$ cat src/design/apm_pkg.sv
/*
 * Shared constants and types for the graphics-port pin multiplexer.
 * Assumes a single 20 MHz clock domain and byte addresses on the register bus.
 */
package apm_pkg;

    // Register map, byte addresses.
    localparam logic [19:0] APM_CTRL_OFS   = 20'h71400;
    localparam logic [19:0] APM_STATUS_OFS = 20'h71404;
    localparam logic [19:0] APM_ID_OFS     = 20'h71408;

    // Control register fields.
    localparam int          APM_CTRL_W       = 5;
    localparam int          APM_CTRL_HPOL    = 0;
    localparam int          APM_CTRL_VPOL    = 1;
    localparam int          APM_CTRL_HINTVL  = 2;
    localparam int          APM_CTRL_B_EN    = 3;
    localparam int          APM_CTRL_C_EN    = 4;
    localparam logic [4:0]  APM_CTRL_RESET   = 5'h03;

    // Strap handling.
    localparam logic        APM_STRAP_VIDEO  = 1'b0;
    localparam logic [2:0]  APM_STRAP_SETTLE = 3'h4;
    localparam int          APM_ID_W         = 8;

    // Shared pin vector: address/data pins 0..31, command/byte-enable pins 32..35.
    localparam int          APM_PIN_W        = 36;
    localparam int          APM_CTL_W        = 5;
    localparam int          APM_STB_W        = 4;
    localparam int          APM_SER_W        = 6;
    localparam int          APM_PIX_W        = 12;
    localparam int          APM_B_MAP [12]   = '{3, 2, 5, 4, 7, 6, 8, 32, 10, 9, 12, 11};
    localparam int          APM_C_MAP [12]   = '{19, 20, 21, 22, 23, 35, 25, 24, 27, 26, 29, 28};
    localparam int          APM_B_HS         = 0;
    localparam int          APM_B_VS         = 1;
    localparam int          APM_B_BL         = 33;
    localparam int          APM_C_HS         = 17;
    localparam int          APM_C_VS         = 16;
    localparam int          APM_C_BL         = 18;
    localparam int          APM_IN_CLKINT    = 13;
    localparam int          APM_IN_B_FLD     = 14;
    localparam int          APM_SEC_DATA     = 15;
    localparam int          APM_IN_INTR      = 30;
    localparam int          APM_IN_C_FLD     = 31;
    localparam logic [35:0] APM_VID_DRIVE    = 36'hB_3FFF_1FFF;

    typedef enum logic [1:0] {
        APM_MODE_SAMPLING = 2'b00,
        APM_MODE_AGP      = 2'b01,
        APM_MODE_VIDEO    = 2'b10
    } apm_mode_t;

    typedef enum logic [0:0] {
        APM_PH_LOW  = 1'b0,
        APM_PH_HIGH = 1'b1
    } apm_phase_t;

endpackage : apm_pkg

$ cat src/design/apm_pix_if.sv
/*
 * Carrier between the pin multiplexer and one pixel port serializer.
 * Assumes both ends run on the same clock.
 */
`timescale 1ns/100ps
interface apm_pix_if;
    logic [23:0] word;
    logic        valid;
    logic        ready;
    logic        enable;
    logic        hsync;
    logic        vsync;
    logic        blank_n;
    logic [11:0] d;
    logic        clk_p;
    logic        clk_n;
    logic        hs_o;
    logic        vs_o;
    logic        bl_o;

    modport src  (output word, valid, enable, hsync, vsync, blank_n,
                  input  ready, d, clk_p, clk_n, hs_o, vs_o, bl_o);
    modport port (input  word, valid, enable, hsync, vsync, blank_n,
                  output ready, d, clk_p, clk_n, hs_o, vs_o, bl_o);
endinterface : apm_pix_if

$ cat src/design/apm_pin_mux.sv
/*
 * Graphics-port pin multiplexer: the shared pins serve either the AGP core
 * or two digital video ports plus display serial lines, chosen by a strap
 * on the parity pin. Also drives the CRT sync outputs and holds a small
 * register file on an Avalon-MM slave.
 * Assumes the AGP core and the pixel sources run on clk; pins are asynchronous.
 */
`timescale 1ns/100ps
module apm_pin_mux (
    input  wire logic        clk,
    input  wire logic        resetn,
    input  wire logic        ce,
    // Avalon-MM slave.
    input  wire logic [19:0] avs_address,
    input  wire logic        avs_read,
    input  wire logic        avs_write,
    input  wire logic [31:0] avs_writedata,
    input  wire logic [3:0]  avs_byteenable,
    output logic      [31:0] avs_readdata,
    output logic             avs_waitrequest,
    // Shared pins.
    input  wire logic [35:0] pin_ad_in,
    output logic      [35:0] pin_ad_out,
    output logic      [35:0] pin_ad_oe_n,
    input  wire logic [4:0]  pin_ctl_in,
    output logic      [4:0]  pin_ctl_out,
    output logic      [4:0]  pin_ctl_oe_n,
    input  wire logic [3:0]  pin_stb_in,
    output logic      [3:0]  pin_stb_out,
    output logic      [3:0]  pin_stb_oe_n,
    input  wire logic        pin_par_in,
    output logic             pin_par_out,
    output logic             pin_par_oe_n,
    input  wire logic [7:0]  pin_sba_in,
    // AGP core side.
    input  wire logic [35:0] agp_ad_out,
    input  wire logic [35:0] agp_ad_oe,
    output logic      [35:0] agp_ad_in,
    input  wire logic [4:0]  agp_ctl_out,
    input  wire logic [4:0]  agp_ctl_oe,
    output logic      [4:0]  agp_ctl_in,
    input  wire logic [3:0]  agp_stb_out,
    input  wire logic [3:0]  agp_stb_oe,
    output logic      [3:0]  agp_stb_in,
    input  wire logic        agp_par_out,
    input  wire logic        agp_par_oe,
    output logic             agp_par_in,
    output logic             agp_mode,
    // Video side.
    input  wire logic [23:0] port_b_pixel_bits,
    input  wire logic        port_b_valid,
    output logic             port_b_ready,
    input  wire logic        port_b_hsync,
    input  wire logic        port_b_vsync,
    input  wire logic        port_b_blank_n,
    input  wire logic [23:0] port_c_pixel_bits,
    input  wire logic        port_c_valid,
    output logic             port_c_ready,
    input  wire logic        port_c_hsync,
    input  wire logic        port_c_vsync,
    input  wire logic        port_c_blank_n,
    output logic             video_mode,
    output logic             video_clkint,
    output logic             video_intr_n,
    output logic             port_b_field_stall,
    output logic             port_c_field_stall,
    // Serial lines: mux clock, mux data, primary clock, primary data, secondary clock, secondary data.
    input  wire logic [5:0]  serial_drive_low,
    output logic      [5:0]  serial_level,
    // CRT sync.
    input  wire logic        crt_hsync_act,
    input  wire logic        crt_vsync_act,
    output logic             crt_hsync,
    output logic             crt_vsync
);
    localparam int SYNC_W = 36 + 5 + 4 + 1 + 8;

    apm_pkg::apm_mode_t mode_q;
    apm_pkg::apm_mode_t mode_d;
    logic [2:0]         settle_q;
    logic [7:0]         ident_q;
    logic               strap_q;
    logic [4:0]         ctrl_q;
    logic               ack_q;
    logic [31:0]        rdata_q;
    logic [SYNC_W-1:0]  sync1_q;
    logic [SYNC_W-1:0]  sync2_q;
    logic [35:0]        ad_out_q;
    logic [35:0]        ad_oe_n_q;
    logic [4:0]         ctl_out_q;
    logic [4:0]         ctl_oe_n_q;
    logic [3:0]         stb_out_q;
    logic [3:0]         stb_oe_n_q;
    logic               par_out_q;
    logic               par_oe_n_q;
    logic               hs_q;
    logic               vs_q;

    logic [35:0]        s_ad;
    logic [4:0]         s_ctl;
    logic [3:0]         s_stb;
    logic               s_par;
    logic [7:0]         s_sba;
    logic               is_agp;
    logic               is_video;
    logic               bus_req;
    logic               bus_take;
    logic               hit_ctrl;
    logic               hit_status;
    logic               hit_id;
    logic               ctrl_wr;
    logic [31:0]        rd_w;
    logic [35:0]        vid_ad;
    logic [35:0]        vid_oe;
    logic [35:0]        ad_out_d;
    logic [35:0]        ad_oe_n_d;
    logic [4:0]         ctl_out_d;
    logic [4:0]         ctl_oe_n_d;
    logic [3:0]         stb_out_d;
    logic [3:0]         stb_oe_n_d;
    logic               par_out_d;
    logic               par_oe_n_d;
    logic               hs_d;
    logic               vs_d;
    logic               h_act;

    apm_pix_if pix_b ();
    apm_pix_if pix_c ();

    apm_pix_port u_port_b (
        .clk    (clk),
        .resetn (resetn),
        .ce     (ce),
        .pif    (pix_b.port)
    );

    apm_pix_port u_port_c (
        .clk    (clk),
        .resetn (resetn),
        .ce     (ce),
        .pif    (pix_c.port)
    );

    // Every pin input crosses two flops before anything reads it.
    always_ff @(posedge clk) begin
        if (!resetn) begin
            sync1_q <= '0;
            sync2_q <= '0;
        end else if (ce) begin
            sync1_q <= {pin_sba_in, pin_par_in, pin_stb_in, pin_ctl_in, pin_ad_in};
            sync2_q <= sync1_q;
        end
    end

    assign s_ad  = sync2_q[35:0];
    assign s_ctl = sync2_q[40:36];
    assign s_stb = sync2_q[44:41];
    assign s_par = sync2_q[45];
    assign s_sba = sync2_q[53:46];

    // The strap is read once after release, when the chain holds fresh pin levels.
    always_comb begin
        mode_d = mode_q;
        case (mode_q)
            apm_pkg::APM_MODE_SAMPLING: begin
                if (settle_q == apm_pkg::APM_STRAP_SETTLE) begin
                    mode_d = (s_par == apm_pkg::APM_STRAP_VIDEO) ? apm_pkg::APM_MODE_VIDEO
                                                                  : apm_pkg::APM_MODE_AGP;
                end
            end
            apm_pkg::APM_MODE_AGP:   mode_d = apm_pkg::APM_MODE_AGP;
            apm_pkg::APM_MODE_VIDEO: mode_d = apm_pkg::APM_MODE_VIDEO;
            default:                 mode_d = apm_pkg::APM_MODE_SAMPLING;
        endcase
    end

    always_ff @(posedge clk) begin
        if (!resetn) begin
            mode_q   <= apm_pkg::APM_MODE_SAMPLING;
            settle_q <= 3'h0;
            ident_q  <= 8'h00;
            strap_q  <= 1'b1;
        end else if (ce) begin
            mode_q <= mode_d;
            if (mode_q == apm_pkg::APM_MODE_SAMPLING) begin
                settle_q <= settle_q + 3'h1;
                if (settle_q == apm_pkg::APM_STRAP_SETTLE) begin
                    ident_q <= s_sba;
                    strap_q <= s_par;
                end
            end
        end
    end

    assign is_agp   = (mode_q == apm_pkg::APM_MODE_AGP);
    assign is_video = (mode_q == apm_pkg::APM_MODE_VIDEO);

    // Register bus: every request is answered one cycle after it appears.
    assign bus_req    = avs_read | avs_write;
    assign bus_take   = bus_req & ~ack_q;
    assign hit_ctrl   = (avs_address == apm_pkg::APM_CTRL_OFS);
    assign hit_status = (avs_address == apm_pkg::APM_STATUS_OFS);
    assign hit_id     = (avs_address == apm_pkg::APM_ID_OFS);
    assign ctrl_wr    = ack_q & avs_write & hit_ctrl & avs_byteenable[0];

    always_comb begin
        if (hit_ctrl) begin
            rd_w = {27'h0, ctrl_q};
        end else if (hit_status) begin
            rd_w = {29'h0, strap_q, is_video, is_agp | is_video};
        end else if (hit_id) begin
            rd_w = {24'h0, is_video ? ident_q : 8'h00};
        end else begin
            rd_w = 32'h0;
        end
    end

    always_ff @(posedge clk) begin
        if (!resetn) begin
            ack_q   <= 1'b0;
            rdata_q <= 32'h0;
            ctrl_q  <= apm_pkg::APM_CTRL_RESET;
        end else if (ce) begin
            ack_q <= bus_take;
            if (bus_take & avs_read) begin
                rdata_q <= rd_w;
            end
            if (ctrl_wr) begin
                ctrl_q <= avs_writedata[4:0];
            end
        end
    end

    assign avs_waitrequest = ~ack_q;
    assign avs_readdata    = rdata_q;

    assign pix_b.word    = port_b_pixel_bits;
    assign pix_b.valid   = port_b_valid;
    assign pix_b.enable  = is_video & ctrl_q[apm_pkg::APM_CTRL_B_EN];
    assign pix_b.hsync   = port_b_hsync;
    assign pix_b.vsync   = port_b_vsync;
    assign pix_b.blank_n = port_b_blank_n;
    assign pix_c.word    = port_c_pixel_bits;
    assign pix_c.valid   = port_c_valid;
    assign pix_c.enable  = is_video & ctrl_q[apm_pkg::APM_CTRL_C_EN];
    assign pix_c.hsync   = port_c_hsync;
    assign pix_c.vsync   = port_c_vsync;
    assign pix_c.blank_n = port_c_blank_n;
    assign port_b_ready  = pix_b.ready;
    assign port_c_ready  = pix_c.ready;

    // Video pin image: the two ports land on their fixed pin positions.
    always_comb begin
        vid_ad = 36'h0_0000_0000;
        for (int i = 0; i < apm_pkg::APM_PIX_W; i++) begin
            vid_ad[apm_pkg::APM_B_MAP[i]] = pix_b.d[i];
            vid_ad[apm_pkg::APM_C_MAP[i]] = pix_c.d[i];
        end
        vid_ad[apm_pkg::APM_B_HS] = pix_b.hs_o;
        vid_ad[apm_pkg::APM_B_VS] = pix_b.vs_o;
        vid_ad[apm_pkg::APM_B_BL] = pix_b.bl_o;
        vid_ad[apm_pkg::APM_C_HS] = pix_c.hs_o;
        vid_ad[apm_pkg::APM_C_VS] = pix_c.vs_o;
        vid_ad[apm_pkg::APM_C_BL] = pix_c.bl_o;
        vid_oe = apm_pkg::APM_VID_DRIVE;
        vid_oe[apm_pkg::APM_SEC_DATA] = serial_drive_low[5];
    end

    // Strobe pins are {port C clock#, port B clock#, port C clock, port B clock}.
    always_comb begin
        ad_out_d   = 36'h0_0000_0000;
        ad_oe_n_d  = 36'hF_FFFF_FFFF;
        ctl_out_d  = 5'h00;
        ctl_oe_n_d = 5'h1F;
        stb_out_d  = 4'h0;
        stb_oe_n_d = 4'hF;
        par_out_d  = 1'b0;
        par_oe_n_d = 1'b1;
        if (is_agp) begin
            ad_out_d   = agp_ad_out;
            ad_oe_n_d  = ~agp_ad_oe;
            ctl_out_d  = agp_ctl_out;
            ctl_oe_n_d = ~agp_ctl_oe;
            stb_out_d  = agp_stb_out;
            stb_oe_n_d = ~agp_stb_oe;
            par_out_d  = agp_par_out;
            par_oe_n_d = ~agp_par_oe;
        end else if (is_video) begin
            ad_out_d   = vid_ad;
            ad_oe_n_d  = ~vid_oe;
            ctl_oe_n_d = ~serial_drive_low[4:0];
            stb_out_d  = {pix_c.clk_n, pix_b.clk_n, pix_c.clk_p, pix_b.clk_p};
            stb_oe_n_d = 4'h0;
        end
    end

    // Sync interval is the union of both blanking syncs when APM_CTRL_HINTVL is set, else the hsync alone.
    assign h_act = ctrl_q[apm_pkg::APM_CTRL_HINTVL] ? (crt_hsync_act | crt_vsync_act) : crt_hsync_act;
    assign hs_d  = ctrl_q[apm_pkg::APM_CTRL_HPOL] ? h_act : ~h_act;
    assign vs_d  = ctrl_q[apm_pkg::APM_CTRL_VPOL] ? crt_vsync_act : ~crt_vsync_act;

    always_ff @(posedge clk) begin
        if (!resetn) begin
            ad_out_q   <= 36'h0_0000_0000;
            ad_oe_n_q  <= 36'hF_FFFF_FFFF;
            ctl_out_q  <= 5'h00;
            ctl_oe_n_q <= 5'h1F;
            stb_out_q  <= 4'h0;
            stb_oe_n_q <= 4'hF;
            par_out_q  <= 1'b0;
            par_oe_n_q <= 1'b1;
            hs_q       <= 1'b0;
            vs_q       <= 1'b0;
        end else if (ce) begin
            ad_out_q   <= ad_out_d;
            ad_oe_n_q  <= ad_oe_n_d;
            ctl_out_q  <= ctl_out_d;
            ctl_oe_n_q <= ctl_oe_n_d;
            stb_out_q  <= stb_out_d;
            stb_oe_n_q <= stb_oe_n_d;
            par_out_q  <= par_out_d;
            par_oe_n_q <= par_oe_n_d;
            hs_q       <= hs_d;
            vs_q       <= vs_d;
        end
    end

    // Reset also floats the pins at once, before the first clock edge arrives.
    assign pin_ad_out   = ad_out_q;
    assign pin_ad_oe_n  = ad_oe_n_q | {36{~resetn}};
    assign pin_ctl_out  = ctl_out_q;
    assign pin_ctl_oe_n = ctl_oe_n_q | {5{~resetn}};
    assign pin_stb_out  = stb_out_q;
    assign pin_stb_oe_n = stb_oe_n_q | {4{~resetn}};
    assign pin_par_out  = par_out_q;
    assign pin_par_oe_n = par_oe_n_q | ~resetn;

    assign agp_ad_in          = s_ad;
    assign agp_ctl_in         = s_ctl;
    assign agp_stb_in         = s_stb;
    assign agp_par_in         = s_par;
    assign agp_mode           = is_agp;
    assign video_mode         = is_video;
    assign video_clkint       = s_ad[apm_pkg::APM_IN_CLKINT];
    assign video_intr_n       = s_ad[apm_pkg::APM_IN_INTR];
    assign port_b_field_stall = s_ad[apm_pkg::APM_IN_B_FLD];
    assign port_c_field_stall = s_ad[apm_pkg::APM_IN_C_FLD];
    assign serial_level       = {s_ad[apm_pkg::APM_SEC_DATA], s_ctl};
    assign crt_hsync          = hs_q;
    assign crt_vsync          = vs_q;

endmodule : apm_pin_mux

$ cat src/design/apm_pix_port.sv
/*
 * Serializer for one digital video port: a 24-bit pixel leaves as two
 * 12-bit halves, one on each level of the generated pixel clock.
 * Assumes the pixel clock out runs at half the block clock.
 */
`timescale 1ns/100ps
module apm_pix_port (
    input  wire logic  clk,
    input  wire logic  resetn,
    input  wire logic  ce,
    apm_pix_if.port    pif
);
    apm_pkg::apm_phase_t phase_q;
    logic [11:0]         hi_q;
    logic [11:0]         d_q;
    logic                clk_q;
    logic                hs_q;
    logic                vs_q;
    logic                bl_q;
    logic                take_w;

    assign pif.ready = pif.enable & (phase_q == apm_pkg::APM_PH_LOW);
    assign take_w    = pif.ready & pif.valid;

    // Low half rides the high clock level, high half the low level, so
    // every clock edge carries a new half-word.
    always_ff @(posedge clk) begin
        if (!resetn) begin
            phase_q <= apm_pkg::APM_PH_LOW;
            hi_q    <= 12'h000;
            d_q     <= 12'h000;
            clk_q   <= 1'b0;
            hs_q    <= 1'b0;
            vs_q    <= 1'b0;
            bl_q    <= 1'b0;
        end else if (ce) begin
            case (phase_q)
                apm_pkg::APM_PH_LOW: begin
                    if (pif.enable) begin
                        d_q     <= take_w ? pif.word[11:0] : 12'h000;
                        hi_q    <= take_w ? pif.word[23:12] : 12'h000;
                        hs_q    <= pif.hsync;
                        vs_q    <= pif.vsync;
                        bl_q    <= take_w & pif.blank_n;
                        clk_q   <= 1'b1;
                        phase_q <= apm_pkg::APM_PH_HIGH;
                    end else begin
                        d_q   <= 12'h000;
                        clk_q <= 1'b0;
                        bl_q  <= 1'b0;
                    end
                end
                apm_pkg::APM_PH_HIGH: begin
                    d_q     <= hi_q;
                    clk_q   <= 1'b0;
                    phase_q <= apm_pkg::APM_PH_LOW;
                end
                default: phase_q <= apm_pkg::APM_PH_LOW;
            endcase
        end
    end

    assign pif.d     = d_q;
    assign pif.clk_p = clk_q;
    assign pif.clk_n = ~clk_q;
    assign pif.hs_o  = hs_q;
    assign pif.vs_o  = vs_q;
    assign pif.bl_o  = bl_q;

endmodule : apm_pix_port

$ cat config.mk
export PLATFORM = sky130hd
export DESIGN_NAME = apm_pin_mux
export DESIGN_NICKNAME = d
export VERILOG_FILES = /design/src/design/apm_pkg.sv /design/src/design/apm_pix_if.sv /design/src/design/apm_pin_mux.sv /design/src/design/apm_pix_port.sv
export SDC_FILE = /design/constraint.sdc
export NUM_CORES = 1
export LEC_CHECK = 0
export BUFFER_PORTS_ARGS = -buffer_cell sky130_fd_sc_hd__buf_2
export CORE_AREA = 2 2 177 179
export CTS_BUF_LIST = sky130_fd_sc_hd__clkbuf_8 sky130_fd_sc_hd__clkbuf_16
export CTS_CLUSTER_DIAMETER = 30
export DETAILED_ROUTE_END_ITERATION = 10
export DIE_AREA = 0 0 179 181
export PLACE_DENSITY = 0.77
export SYNTH_ARGS = -nofsm -noshare
export SYNTH_HDL_FRONTEND = slang
export SYNTH_SLANG_ARGS = --single-unit
$ cat constraint.sdc
create_clock -name clk -period 2.8 [get_ports clk]
set_clock_uncertainty 0.15 [all_clocks]
set_input_delay 0.28 -clock clk [delete_from_list [all_inputs] [get_ports clk]]
set_output_delay 0.28 -clock clk [all_outputs]
set_load 0.02 [all_outputs]
# --- Word-level counts from Yosys, hierarchy flattened ---
# Cells that the tools add are included.
totals:
  register_bits: 310
  output_inout_bits: 187
  wordCells: 118
  input_bits: 271
op_classes:
  reduce_logical: 10
  n_addsub: 1
  mux: 37
  n_eq_ne: 7
  bitwise: 32
ops:
  columns: ["operator", "n"]
  rows:
  - ["$mux W36", 4]
  - ["$mux W12", 6]
  - ["$not A36 Y36", 2]
  - ["$eq A20 B19 Y1 const B", 3]
  - ["$pmux W12 S2", 2]
  - ["$or A36 B36 Y36", 1]
  - ["$mux W8", 4]
  - ["$mux W4", 4]
  - ["$mux W5", 3]
  - ["$and A1 B1 Y1", 13]
  - ["$reduce_and A2 Y1", 6]
  - ["$not A5 Y5", 2]
  - ["$mux W1", 9]
  - ["$reduce_and A3 Y1", 3]
  - ["$not A1 Y1", 7]
  - ["$pmux W2 S3", 1]
  - ["$or A5 B5 Y5", 1]
  - ["$mux W2", 2]
  - ["$not A4 Y4", 1]
  - ["$or A1 B1 Y1", 4]
  - ["$or A4 B4 Y4", 1]
  - ["$pmux W1 S2", 2]
  - ["$add A3 B1 Y3 const B", 1]
  - ["$eq A3 B3 Y1 const B", 1]
  - ["other kinds (4)", 4]

# --- Depth between registers and ports, before layout ---
# Gate-level depths: netlist of run 1.
logic_depth:
  depth_word: 7
  ltp_mapped: 9
  ltp_nobuf: 6

# --- Hierarchy ---
# From an unflattened synthesis of run 1, not the netlist that was laid out.
hier_totals:
  cells_unflattened: 1373
  area_unflattened_um2: 12254.3
by_module_without_submodules:
  columns: ["mod", "area_per_inst_um2", "instances", "seq_area_each_um2", "cells_each"]
  rows:
  - ["apm_pin_mux", 9701.8, 1, 4604.4, 1083]
  - ["apm_pix_port", 1276.2, 2, 560.5, 145]

# --- Worst setup path after synthesis of run 1 ---
# No wires, ideal clock.
synth_path:
  path_kind: "flip-flop to flip-flop"
  start: "register mode_q[0]"
  end: "register u_port_b.hi_q[10]"
  synth_period_minus_slack_ps: 2179
  path_slack_ps: 621
  path_stages_with_launch: 10
  arrival_time_ps: 1912
  setup_time_ps: 117
  path_buffers: 3
  cell_sequence: "dfxtp_1 > inv_1 > ha_1 > clkbuf_1 > and3b_1 > buf_2 > and2_1 > and3_1 > buf_2 > a22o_1"
synth_via:
  elab_chain_len: 5
  elab_cells_between_ends: 6
synth_rtl:
  columns: ["element", "line_no", "source"]
  rows:
  - ["start: declaration", "apm_pin_mux.sv:78", "apm_pkg::apm_mode_t mode_q;"]
  - ["start signal: assignment", "apm_pin_mux.sv:179", "mode_q <= apm_pkg::APM_MODE_SAMPLING;"]
  - ["start signal: assignment", "apm_pin_mux.sv:184", "mode_q <= mode_d;"]
  - ["$eq A2 B2 Y1", "apm_pin_mux.sv:196", "assign is_video = (mode_q == apm_pkg::APM_MODE_VIDEO);"]
  - ["net video_mode", "apm_pin_mux.sv:62", "output logic video_mode,"]
  - ["$and A1 B1 Y1", "apm_pin_mux.sv:239", "assign pix_b.enable = is_video & ctrl_q[apm_pkg::APM_CTRL_B_EN];"]
  - ["$and A1 B1 Y1", "apm_pix_port.sv:22", "assign pif.ready = pif.enable & (phase_q == apm_pkg::APM_PH_LOW);"]
  - ["net port_b_ready", "apm_pin_mux.sv:52", "output logic port_b_ready,"]
  - ["$and A1 B1 Y1", "apm_pix_port.sv:23", "assign take_w = pif.ready & pif.valid;"]
  - ["$mux W12", "apm_pix_port.sv:41", "hi_q <= take_w ? pif.word[23:12] : 12'h000;"]
  - ["end signal: assignment", "apm_pix_port.sv:41", null]
  - ["end: declaration", "apm_pix_port.sv:14", "logic [11:0] hi_q;"]
# The timed path passes the listed nets, and every way through them passes these cells.
# A chain may end at the register's enable or synchronous reset.

# --- Worst setup path in the final report of run 1 ---
layout_path:
  start: "register mode_q[0]"
  end: "register ctl_oe_n_q[1]"
layout_via:
  elab_chain_len: 3
  elab_cells_between_ends: 4
layout_rtl:
  columns: ["element", "line_no", "source"]
  rows:
  - ["$eq A2 B2 Y1", "apm_pin_mux.sv:196", null]
  - ["$mux W5", "apm_pin_mux.sv:288", "end else if (is_video) begin"]
  - ["$mux W5 (*)", "apm_pin_mux.sv:279", "if (is_agp) begin"]
  - ["end signal: assignment", "apm_pin_mux.sv:318", "ctl_oe_n_q <= ctl_oe_n_d;"]
  - ["end: declaration", "apm_pin_mux.sv:91", "logic [4:0] ctl_oe_n_q;"]
# Every way passes the cells marked *; elsewhere a longest branch is shown, timed or not.

==> results of run 1 <==
-- logic make-up after synthesis --
logic type | count (synthesis) | synth area share [%]
and+or+nand+nor | 416 | 16.23
AOI/OAI and AO/OA | 271 | 14.28
buffers and inverters | 190 | 8.712
xor gates and xnor gates | 4 | 0.2918
adders and majority gates | 5 | 0.5211
other | 1 | 0.03123
muxes | 147 | 12.26
DFF | 286 | 47.69
-- synth_stat cells (all sizes together) (3+ instances only) --
cell    instances
a21oi          82
a22o           24
a221oi          6
ha              5
a22oi          36
buf           115
nand2         158
o31ai           3
inv             8
nor2b          59
nand3          15
and2            3
nor2          113
a21boi          5
clkbuf         67
and3b           3
dfxtp         286
a211o           6
o21ai          68
mux2i         147
nand2b         49
o211ai         32
-- registers in the layout, indices dropped and copies added (netlist names), 2 cells and up --
name	count
ad_oe_n_q	36
ctl_oe_n_q	5
stb_oe_n_q	4
sync2_q	54
u_port_b.pif.d	12
ctrl_q	5
pin_ad_out	36
sync1_q	54
pin_stb_out	4
u_port_b.hi_q	12
u_port_c.pif.d	12
settle_q	3
u_port_c.hi_q	12
avs_readdata	8
ident_q	8
mode_q	2
pin_ctl_out	5
-- metrics by stage --
stage	hold slack [ps]	area, µm²	power (µW)	worst slack [ps]	utilization, %
finish	22.04	18470	13010	148.7	60.87
global route	9.471	18470	13400	16.40	60.84
CTS	2.748	18450	13040	95.24	60.78
global placement	291.2	13840	5119	565.0	45.61
detailed placement	293.8	13840	5141	505.1	45.61
floorplan	255.6	12090	4865	621.4	-
-- final cells by class --
type / instances / area share [%]
Tap cell: 396 / 2.682
Inverter: 8 / 0.1761
Multi-Input combinational cell: 867 / 28.94
Clock buffer: 63 / 8.412
Timing Repair Buffer: 664 / 25.22
Clock inverter: 51 / 3.509
Antenna cell: 5 / 0.06773
Sequential cell: 286 / 30.99
-- power by group through the flow --
| stage | registers, µW | clock network (µW) | logic, µW |
|---|---|---|---|
| after floorplan | 4370 | 0 | 497 |
| after detailed placement | 4350 | 0 | 791 |
| after global routing | 4280 | 7940 | 1170 |
| after CTS | 4270 | 7710 | 1050 |
| final | 4280 | 7640 | 1090 |
| after global placement | 4340 | 0 | 776 |
-- worst max-delay path, cell delays in order, from the launching register on --
cell	delay, ps
dfxtp_1	340
inv_1	110
ha_2	280
buf_4	200
nor2b_2	180
buf_8	270
a221oi_2	120
dlygate4sd3_1	620
a211o_1	240
-- per-layer routing --
layer / up-vias / routed length, µm / track usage (%)
met1: 5628 / 15230 / 25.91
met3: 211 / 3113 / 6.397
li1: 5578 / - / -
met5: - / 0 / 0
met2: 646 / 20230 / 42.85
met4: 0 / 2697 / 15.61
-- worst paths after layout --
path,end,slack (ps),cells after the start
hold reg to reg,ident_q[0],300,2
hold / removal,u_port_b.pif.vs_o,20,3
setup / recovery,ctl_oe_n_q[1],150,8
setup reg to reg,ctl_oe_n_q[1],150,8
-- repair_timing --
action | 4_1_cts | 5_1_grt
endpoints found under the setup margin | 0 | 6
hold buffers | 240 | 0
gates resized for setup | 0 | 4
endpoints found under the hold margin | 210 | 0
==> results.md, run 1 <==
- IO Pins: 458
- Layout cells sized above 1: about 28%
- Fin nets: 2,163
- Syn-to-layout area delta: 53.86%
- Min cycle time layout: 2651 ps
- Period utilization: 94.69%
- Top FF cell, synth: dfxtp_1
- Worst slew pin tran: 1079 ps
- Maxcap violations: 0
- Sw frac: 24.10%
- Multi-input gate area: approximately 0.0053 mm²
- Static Leak: just over 0.008 µW
- Cell variety after synth: 43
- Cell Area, Synth: between 0.01 and 0.015 mm²
- Worst Path Required: 3120 ps
- Vias in the first global route: around 12,000
- Remaining global-route overflow: 0
- Status: finished, final reports clean
- Synth top area share: 47.69%
- Num Clock Sinks: 286
- Ys async rst share: 0%
- Relative slew slack: 28.03%
- Synth warn: 0
- Sequential share of power: 32.9%
- PortBufs: 403
- Initial antenna violation count: 3
- Router iterations before antenna repair: 5
- Commonest non-fill, non-tap cell in the layout: buf_2
- TritonCTS clock tree: built
- Final ANT Viol Nets: 0
- # Post-CTS Setup Buffers: 0
- Vias post-DR: around 12,000
- Hold Path Class: in2reg
- #FFs+latches synth: between 200 and 300
- RSZ-0062 raised after global routing: no
- Final setup vio count: 0
- VDD IR-drop max: around 0.00066 V
- Worst-Skew Late Latency: 590 ps
- WL final: 41.28 mm
- Largest net degree at the start of global routing: 127
- CP Capture Type: flop
- Register area: 0.005725 mm²
- Placeable core area: 0.03035 mm²
- Drc violations: 0
- H-tree depth: 2
- HPWL after detailed placement: approximately 23 mm
- Starting Density: between 30 and 40%
- DRC marker count from the first detailed-route iteration: 756
- Post-synthesis sequential area ratio: 47.69%
- Clock share of power: 58.7%
- Min-delay src: ce
- Pwr dens: around 700 mW/mm²
- Gpl congestion: 0.8263
- Post-Syn Instances: 1,320
- Post-Place Cells: 1,981
- Avg Cell Area, Syn: between 9 and 10 µm²
- Global-route wire length before repair: 63.56 mm
- Gr usage total: roughly a quarter
- Worst setup SP type: flop
- Post-synth top area cell: dfxtp_1
- Psw: 3135 µW
- Fill count: between 2,000 and 2,500
- Site Rows: 64
- Die Y: 181 µm
- Reg-to-reg startpoint: mode_q[0]
- Worst EP arrival: 2970 ps
- P_int: 9871 µW
- Logic gate share of total power: 8.4%
- Most area-consuming cells after synthesis: dfxtp_1, mux2i_1, nand2_1
- CP startpoint: mode_q[0]
- Post-synth EDFFs: 0
- Pins Over Slew Limit: 0
- Non-filler cells, final: between 2,000 and 2,500
- Longest Clk Path Bufs: 3
- Post-DR wirelength/cell: 17.64 µm
- CTS root buf: clkbuf_16
- Most frequent cells in the layout: buf_2, dfxtp_1, dlygate4sd3_1
- Setup TNS: 0 ps
- Setup CP Type: reg2reg
- Clock transition at the registers of the reported paths: 60 ps
- Die X: 179 µm
- Die Area: 0.03240 mm²
- Drt via density: 5.155
- Achievable frequency: 0.3772 GHz
- Hold Vio Cnt, Final: 0
- Critical Path Fanout Max: 40
- CTS Buf Count: 60
No activity file was read; power rests on OpenSTA's default activity.
==> run 2: changes to the inputs <==
--- a/config.mk
+++ b/config.mk
@@ -5,12 +5,13 @@
 export SDC_FILE = /design/constraint.sdc
 export NUM_CORES = 1
 export LEC_CHECK = 0
+export ABC_AREA = 1
 export BUFFER_PORTS_ARGS = -buffer_cell sky130_fd_sc_hd__buf_2
-export CORE_AREA = 2 2 177 179
+export CORE_AREA = 2 2 176 178
 export CTS_BUF_LIST = sky130_fd_sc_hd__clkbuf_8 sky130_fd_sc_hd__clkbuf_16
 export CTS_CLUSTER_DIAMETER = 30
 export DETAILED_ROUTE_END_ITERATION = 10
-export DIE_AREA = 0 0 179 181
+export DIE_AREA = 0 0 178 180
 export PLACE_DENSITY = 0.77
 export SYNTH_ARGS = -nofsm -noshare
 export SYNTH_HDL_FRONTEND = slang
==> run 2 against run 1 <==
Effect of this change: setup slack improved by 92 ps; clock power fell by 4.2%; critical path type unchanged; die area fell by 1.1%; via count rose by 9.9%; highest routed layer unchanged; core utilization fell by 0.97 points; sequential power rose by 1%; design area fell by 2.1%; first-iteration DRC count rose by 20%; wire length rose by 5.0%; clock-buffer cell count rose by 6; synthesized cell count rose by 15%.
==> results.md, run 2 <==
- Cell variety after synth: 38 (was 43)
- Final ANT Viol Nets: 0 (unchanged)
- CP Capture Type: flop (unchanged)
- Vias post-DR: 13,260 (was 12,060)
- RSZ-0062 raised after global routing: no (unchanged)
- Syn-to-layout area delta: 51.61% (was 53.86%)
- Maxcap violations: 0 (unchanged)
- Post-synth top area cell: dfxtp_1 (unchanged)
- DR WL met3: 3.932 mm (was 3.113 mm)
- Non-filler cells, final: 2,528 (was 2,340)
- Synth top cells by count: nor2_1, dfxtp_1, o21ai_0, a21oi_1, nand2_1 (was dfxtp_1, nand2_1, mux2i_1, nor2_1, a21oi_1)
- Global-route wire length before repair: 66.44 mm (was 63.56 mm)
- Top Layer Used: met4 (unchanged)
- Post-synthesis sequential area ratio: 48.00% (was 47.69%)
- #FFs+latches synth: 286 (unchanged)
- Setup TNS: 0 ps (unchanged)
- Hold Path Class: in2reg (unchanged)
- Placeable core area: 0.03019 mm² (was 0.03035 mm²)
- Most area-consuming cells after synthesis: dfxtp_1, nor2_1, o21ai_0 (was dfxtp_1, mux2i_1, nand2_1)
- Largest net degree at the start of global routing: 170 (was 127)
- Ys async rst share: 0% (unchanged)
- Vias in the first global route: 13,320 (was 12,450)
- Worst EP arrival: 2860 ps (was 2970 ps)
- Synth top area share: 48.00% (was 47.69%)
- Worst slew pin tran: 1358 ps (was 1079 ps)
- WL final: 43.33 mm (was 41.28 mm)
- Die Y: 180 µm (was 181 µm)
- H-tree depth: 2 (unchanged)
- CTS Buf Count: 60 (unchanged)
- Pwr dens: 707.9 mW/mm² (was 704.1 mW/mm²)
- Post-DR wirelength/cell: 17.14 µm (was 17.64 µm)
- Hold Vio Cnt, Final: 0 (unchanged)
- CTS root buf: clkbuf_16 (unchanged)
- WL met2: 21.25 mm (was 20.23 mm)
- Top FF cell, synth: dfxtp_1 (unchanged)
- Worst setup SP type: flop (unchanged)
- Synth warn: 0 (unchanged)
- Avg Cell Area, Syn: 7.837 µm² (was 9.096 µm²)
- Worst Path Required: 3110 ps (was 3120 ps)
- Worst setup margin: 240.8 ps (was 148.7 ps)
- Post-Place Cells: 2,173 (was 1,981)
- Pwr Total: 12,800 µW (was 13,010 µW)
- Starting Density: 39.51% (was 39.56%)
- Router iterations before antenna repair: 6 (was 5)
- Die X: 178 µm (was 179 µm)
- Worst-Skew Late Latency: 570 ps (was 590 ps)
- Setup CP Type: reg2reg (unchanged)
- Status: finished, final reports clean (unchanged)
- HPWL after detailed placement: 22.66 mm (was 23.24 mm)
- Achievable frequency: 0.3907 GHz (was 0.3772 GHz)
- Initial antenna violation count: 7 (was 3)
- Relative slew slack: 9.201% (was 28.03%)
- Final setup vio count: 0 (unchanged)
- # Post-CTS Setup Buffers: 0 (unchanged)
- Die Area: 0.03204 mm² (was 0.03240 mm²)
- Fin util: 59.90% (was 60.87%)
- Gpl congestion: 0.8553 (was 0.8263)
- Critical Path Fanout Max: 16 (was 40)
- Setup WS pre-CTS: 402.1 ps (was 505.1 ps)
- Most frequent cells in the layout: buf_2, nor2_1, dfxtp_1 (was buf_2, dfxtp_1, dlygate4sd3_1)
- Fin nets: 2,350 (was 2,163)
- Met1 wire length: 15.71 mm (was 15.23 mm)
- DRC marker count from the first detailed-route iteration: 910 (was 756)
- Commonest non-fill, non-tap cell in the layout: buf_2 (unchanged)
- Post-Syn Instances: 1,522 (was 1,320)
- Post-synth EDFFs: 0 (unchanged)
- Period utilization: 91.40% (was 94.69%)
- Site Rows: 64 (unchanged)
- Drt via density: 5.244 (was 5.155)
- PortBufs: 403 (unchanged)
- Static Leak: 0.008109 µW (was 0.008165 µW)
- Drc violations: 0 (unchanged)
- Remaining global-route overflow: 0 (unchanged)
- Num Clock Sinks: 286 (unchanged)
- Biggest regs: sync1_q x54, sync2_q x54 (unchanged)
- Layout cells sized above 1: 28.05% (was 27.95%)
- IO Pins: 458 (unchanged)
- Cell with the most instances after synthesis: nor2_1 (was dfxtp_1)
- Clock transition at the registers of the reported paths: 50 ps (was 60 ps)
- Gr usage total: 25.56% (was 24.53%)
- Longest Clk Path Bufs: 3 (unchanged)
- VDD IR-drop max: 0.0006629 V (was 0.0006631 V)
- Cell Area, Synth: 0.01193 mm² (was 0.01201 mm²)
- Pins Over Slew Limit: 0 (unchanged)
- Min cycle time layout: 2559 ps (was 2651 ps)
- TritonCTS clock tree: built (unchanged)
run 2: cell count changes after synthesis, moves of 12 or more:
| cell | before | now |
|---|---|---|
| inv_1 | 8 | 41 |
| a22oi_1 | 36 | 0 |
| or2_2 | 0 | 42 |
| a21oi_1 | 82 | 151 |
| mux2i_1 | 147 | 0 |
| nor2_1 | 113 | 331 |
| nor2b_1 | 59 | 0 |
| nand2_1 | 158 | 144 |
| a211o_1 | 6 | 34 |
| o21ai_0 | 68 | 198 |
| nand2b_1 | 49 | 0 |
| a22o_1 | 24 | 0 |
| clkbuf_1 | 67 | 55 |
| o211ai_1 | 32 | 13 |
run 2: metrics by stage:
step,hold slack [ps],instance area (µm²)
detailed placement,302.4,13590
global placement,298.4,13590
finish,33.21,18080
floorplan,256.4,12010
CTS,3.274,18060
global route,11.07,18080
run 2: timing repair:
item                       CTS  global route
resized for setup            0             2
hold endpoints to repair   208             0
setup endpoints to repair    0             2
hold buffers               235             0
run 2: path summary, 6_finish.rpt:
check                                    from               end  slack, ps  cells past startpoint
worst max-delay path                mode_q[0]  u_port_b.hi_q[9]        240                      8
worst min-delay path             port_c_valid  u_port_c.hi_q[0]         30                      3
worst max register to register      mode_q[0]  u_port_b.hi_q[9]        240                      8
worst min register to register  pin_ad_out[3]     pin_ad_out[3]        310                      2
run 2: per-layer routing:
layer	global-route usage, %	vias to the layer above
li1	-	6081
met1	27.69	6134
met2	43.88	830
met3	6.810	211
met4	16.07	0
met5	0	-
run 2: worst max-delay path, cell delays in order, from the launching register on:
cell and delay, ps:
dfxtp_1 320, inv_1 100, ha_2 340, inv_4 160
nor3_4 230, nand2_2 250, a21oi_1 250, dlygate4sd3_1 590
nor2_1 50
run 2: area by class of cell:
class	instances	area, µm²
Clock inverter	44	483.0
Timing Repair Buffer	652	4529
Multi-Input combinational cell	1024	4997
Antenna cell	7	17.52
Fill cell	2314	12110
Clock buffer	69	1637
Inverter	50	198.9
Sequential cell	286	5725
Tap cell	396	495.5
run 2: logic make-up after synthesis:
family	synth area share, %
xor gates and xnor gates	0.1469
AOI/OAI and AO/OA	20.40
other	0.03144
DFF	48.00
buffers and inverters	10.85
adders and majority gates	0.5245
and+or+nand+nor	20.05
run 2: power breakdown:
part | internal, µW | switching, µW | total [µW]
clock | 4920 | 2400 | 7320
sequential | 4250 | 80.5 | 4330
combinational | 523 | 626 | 1150
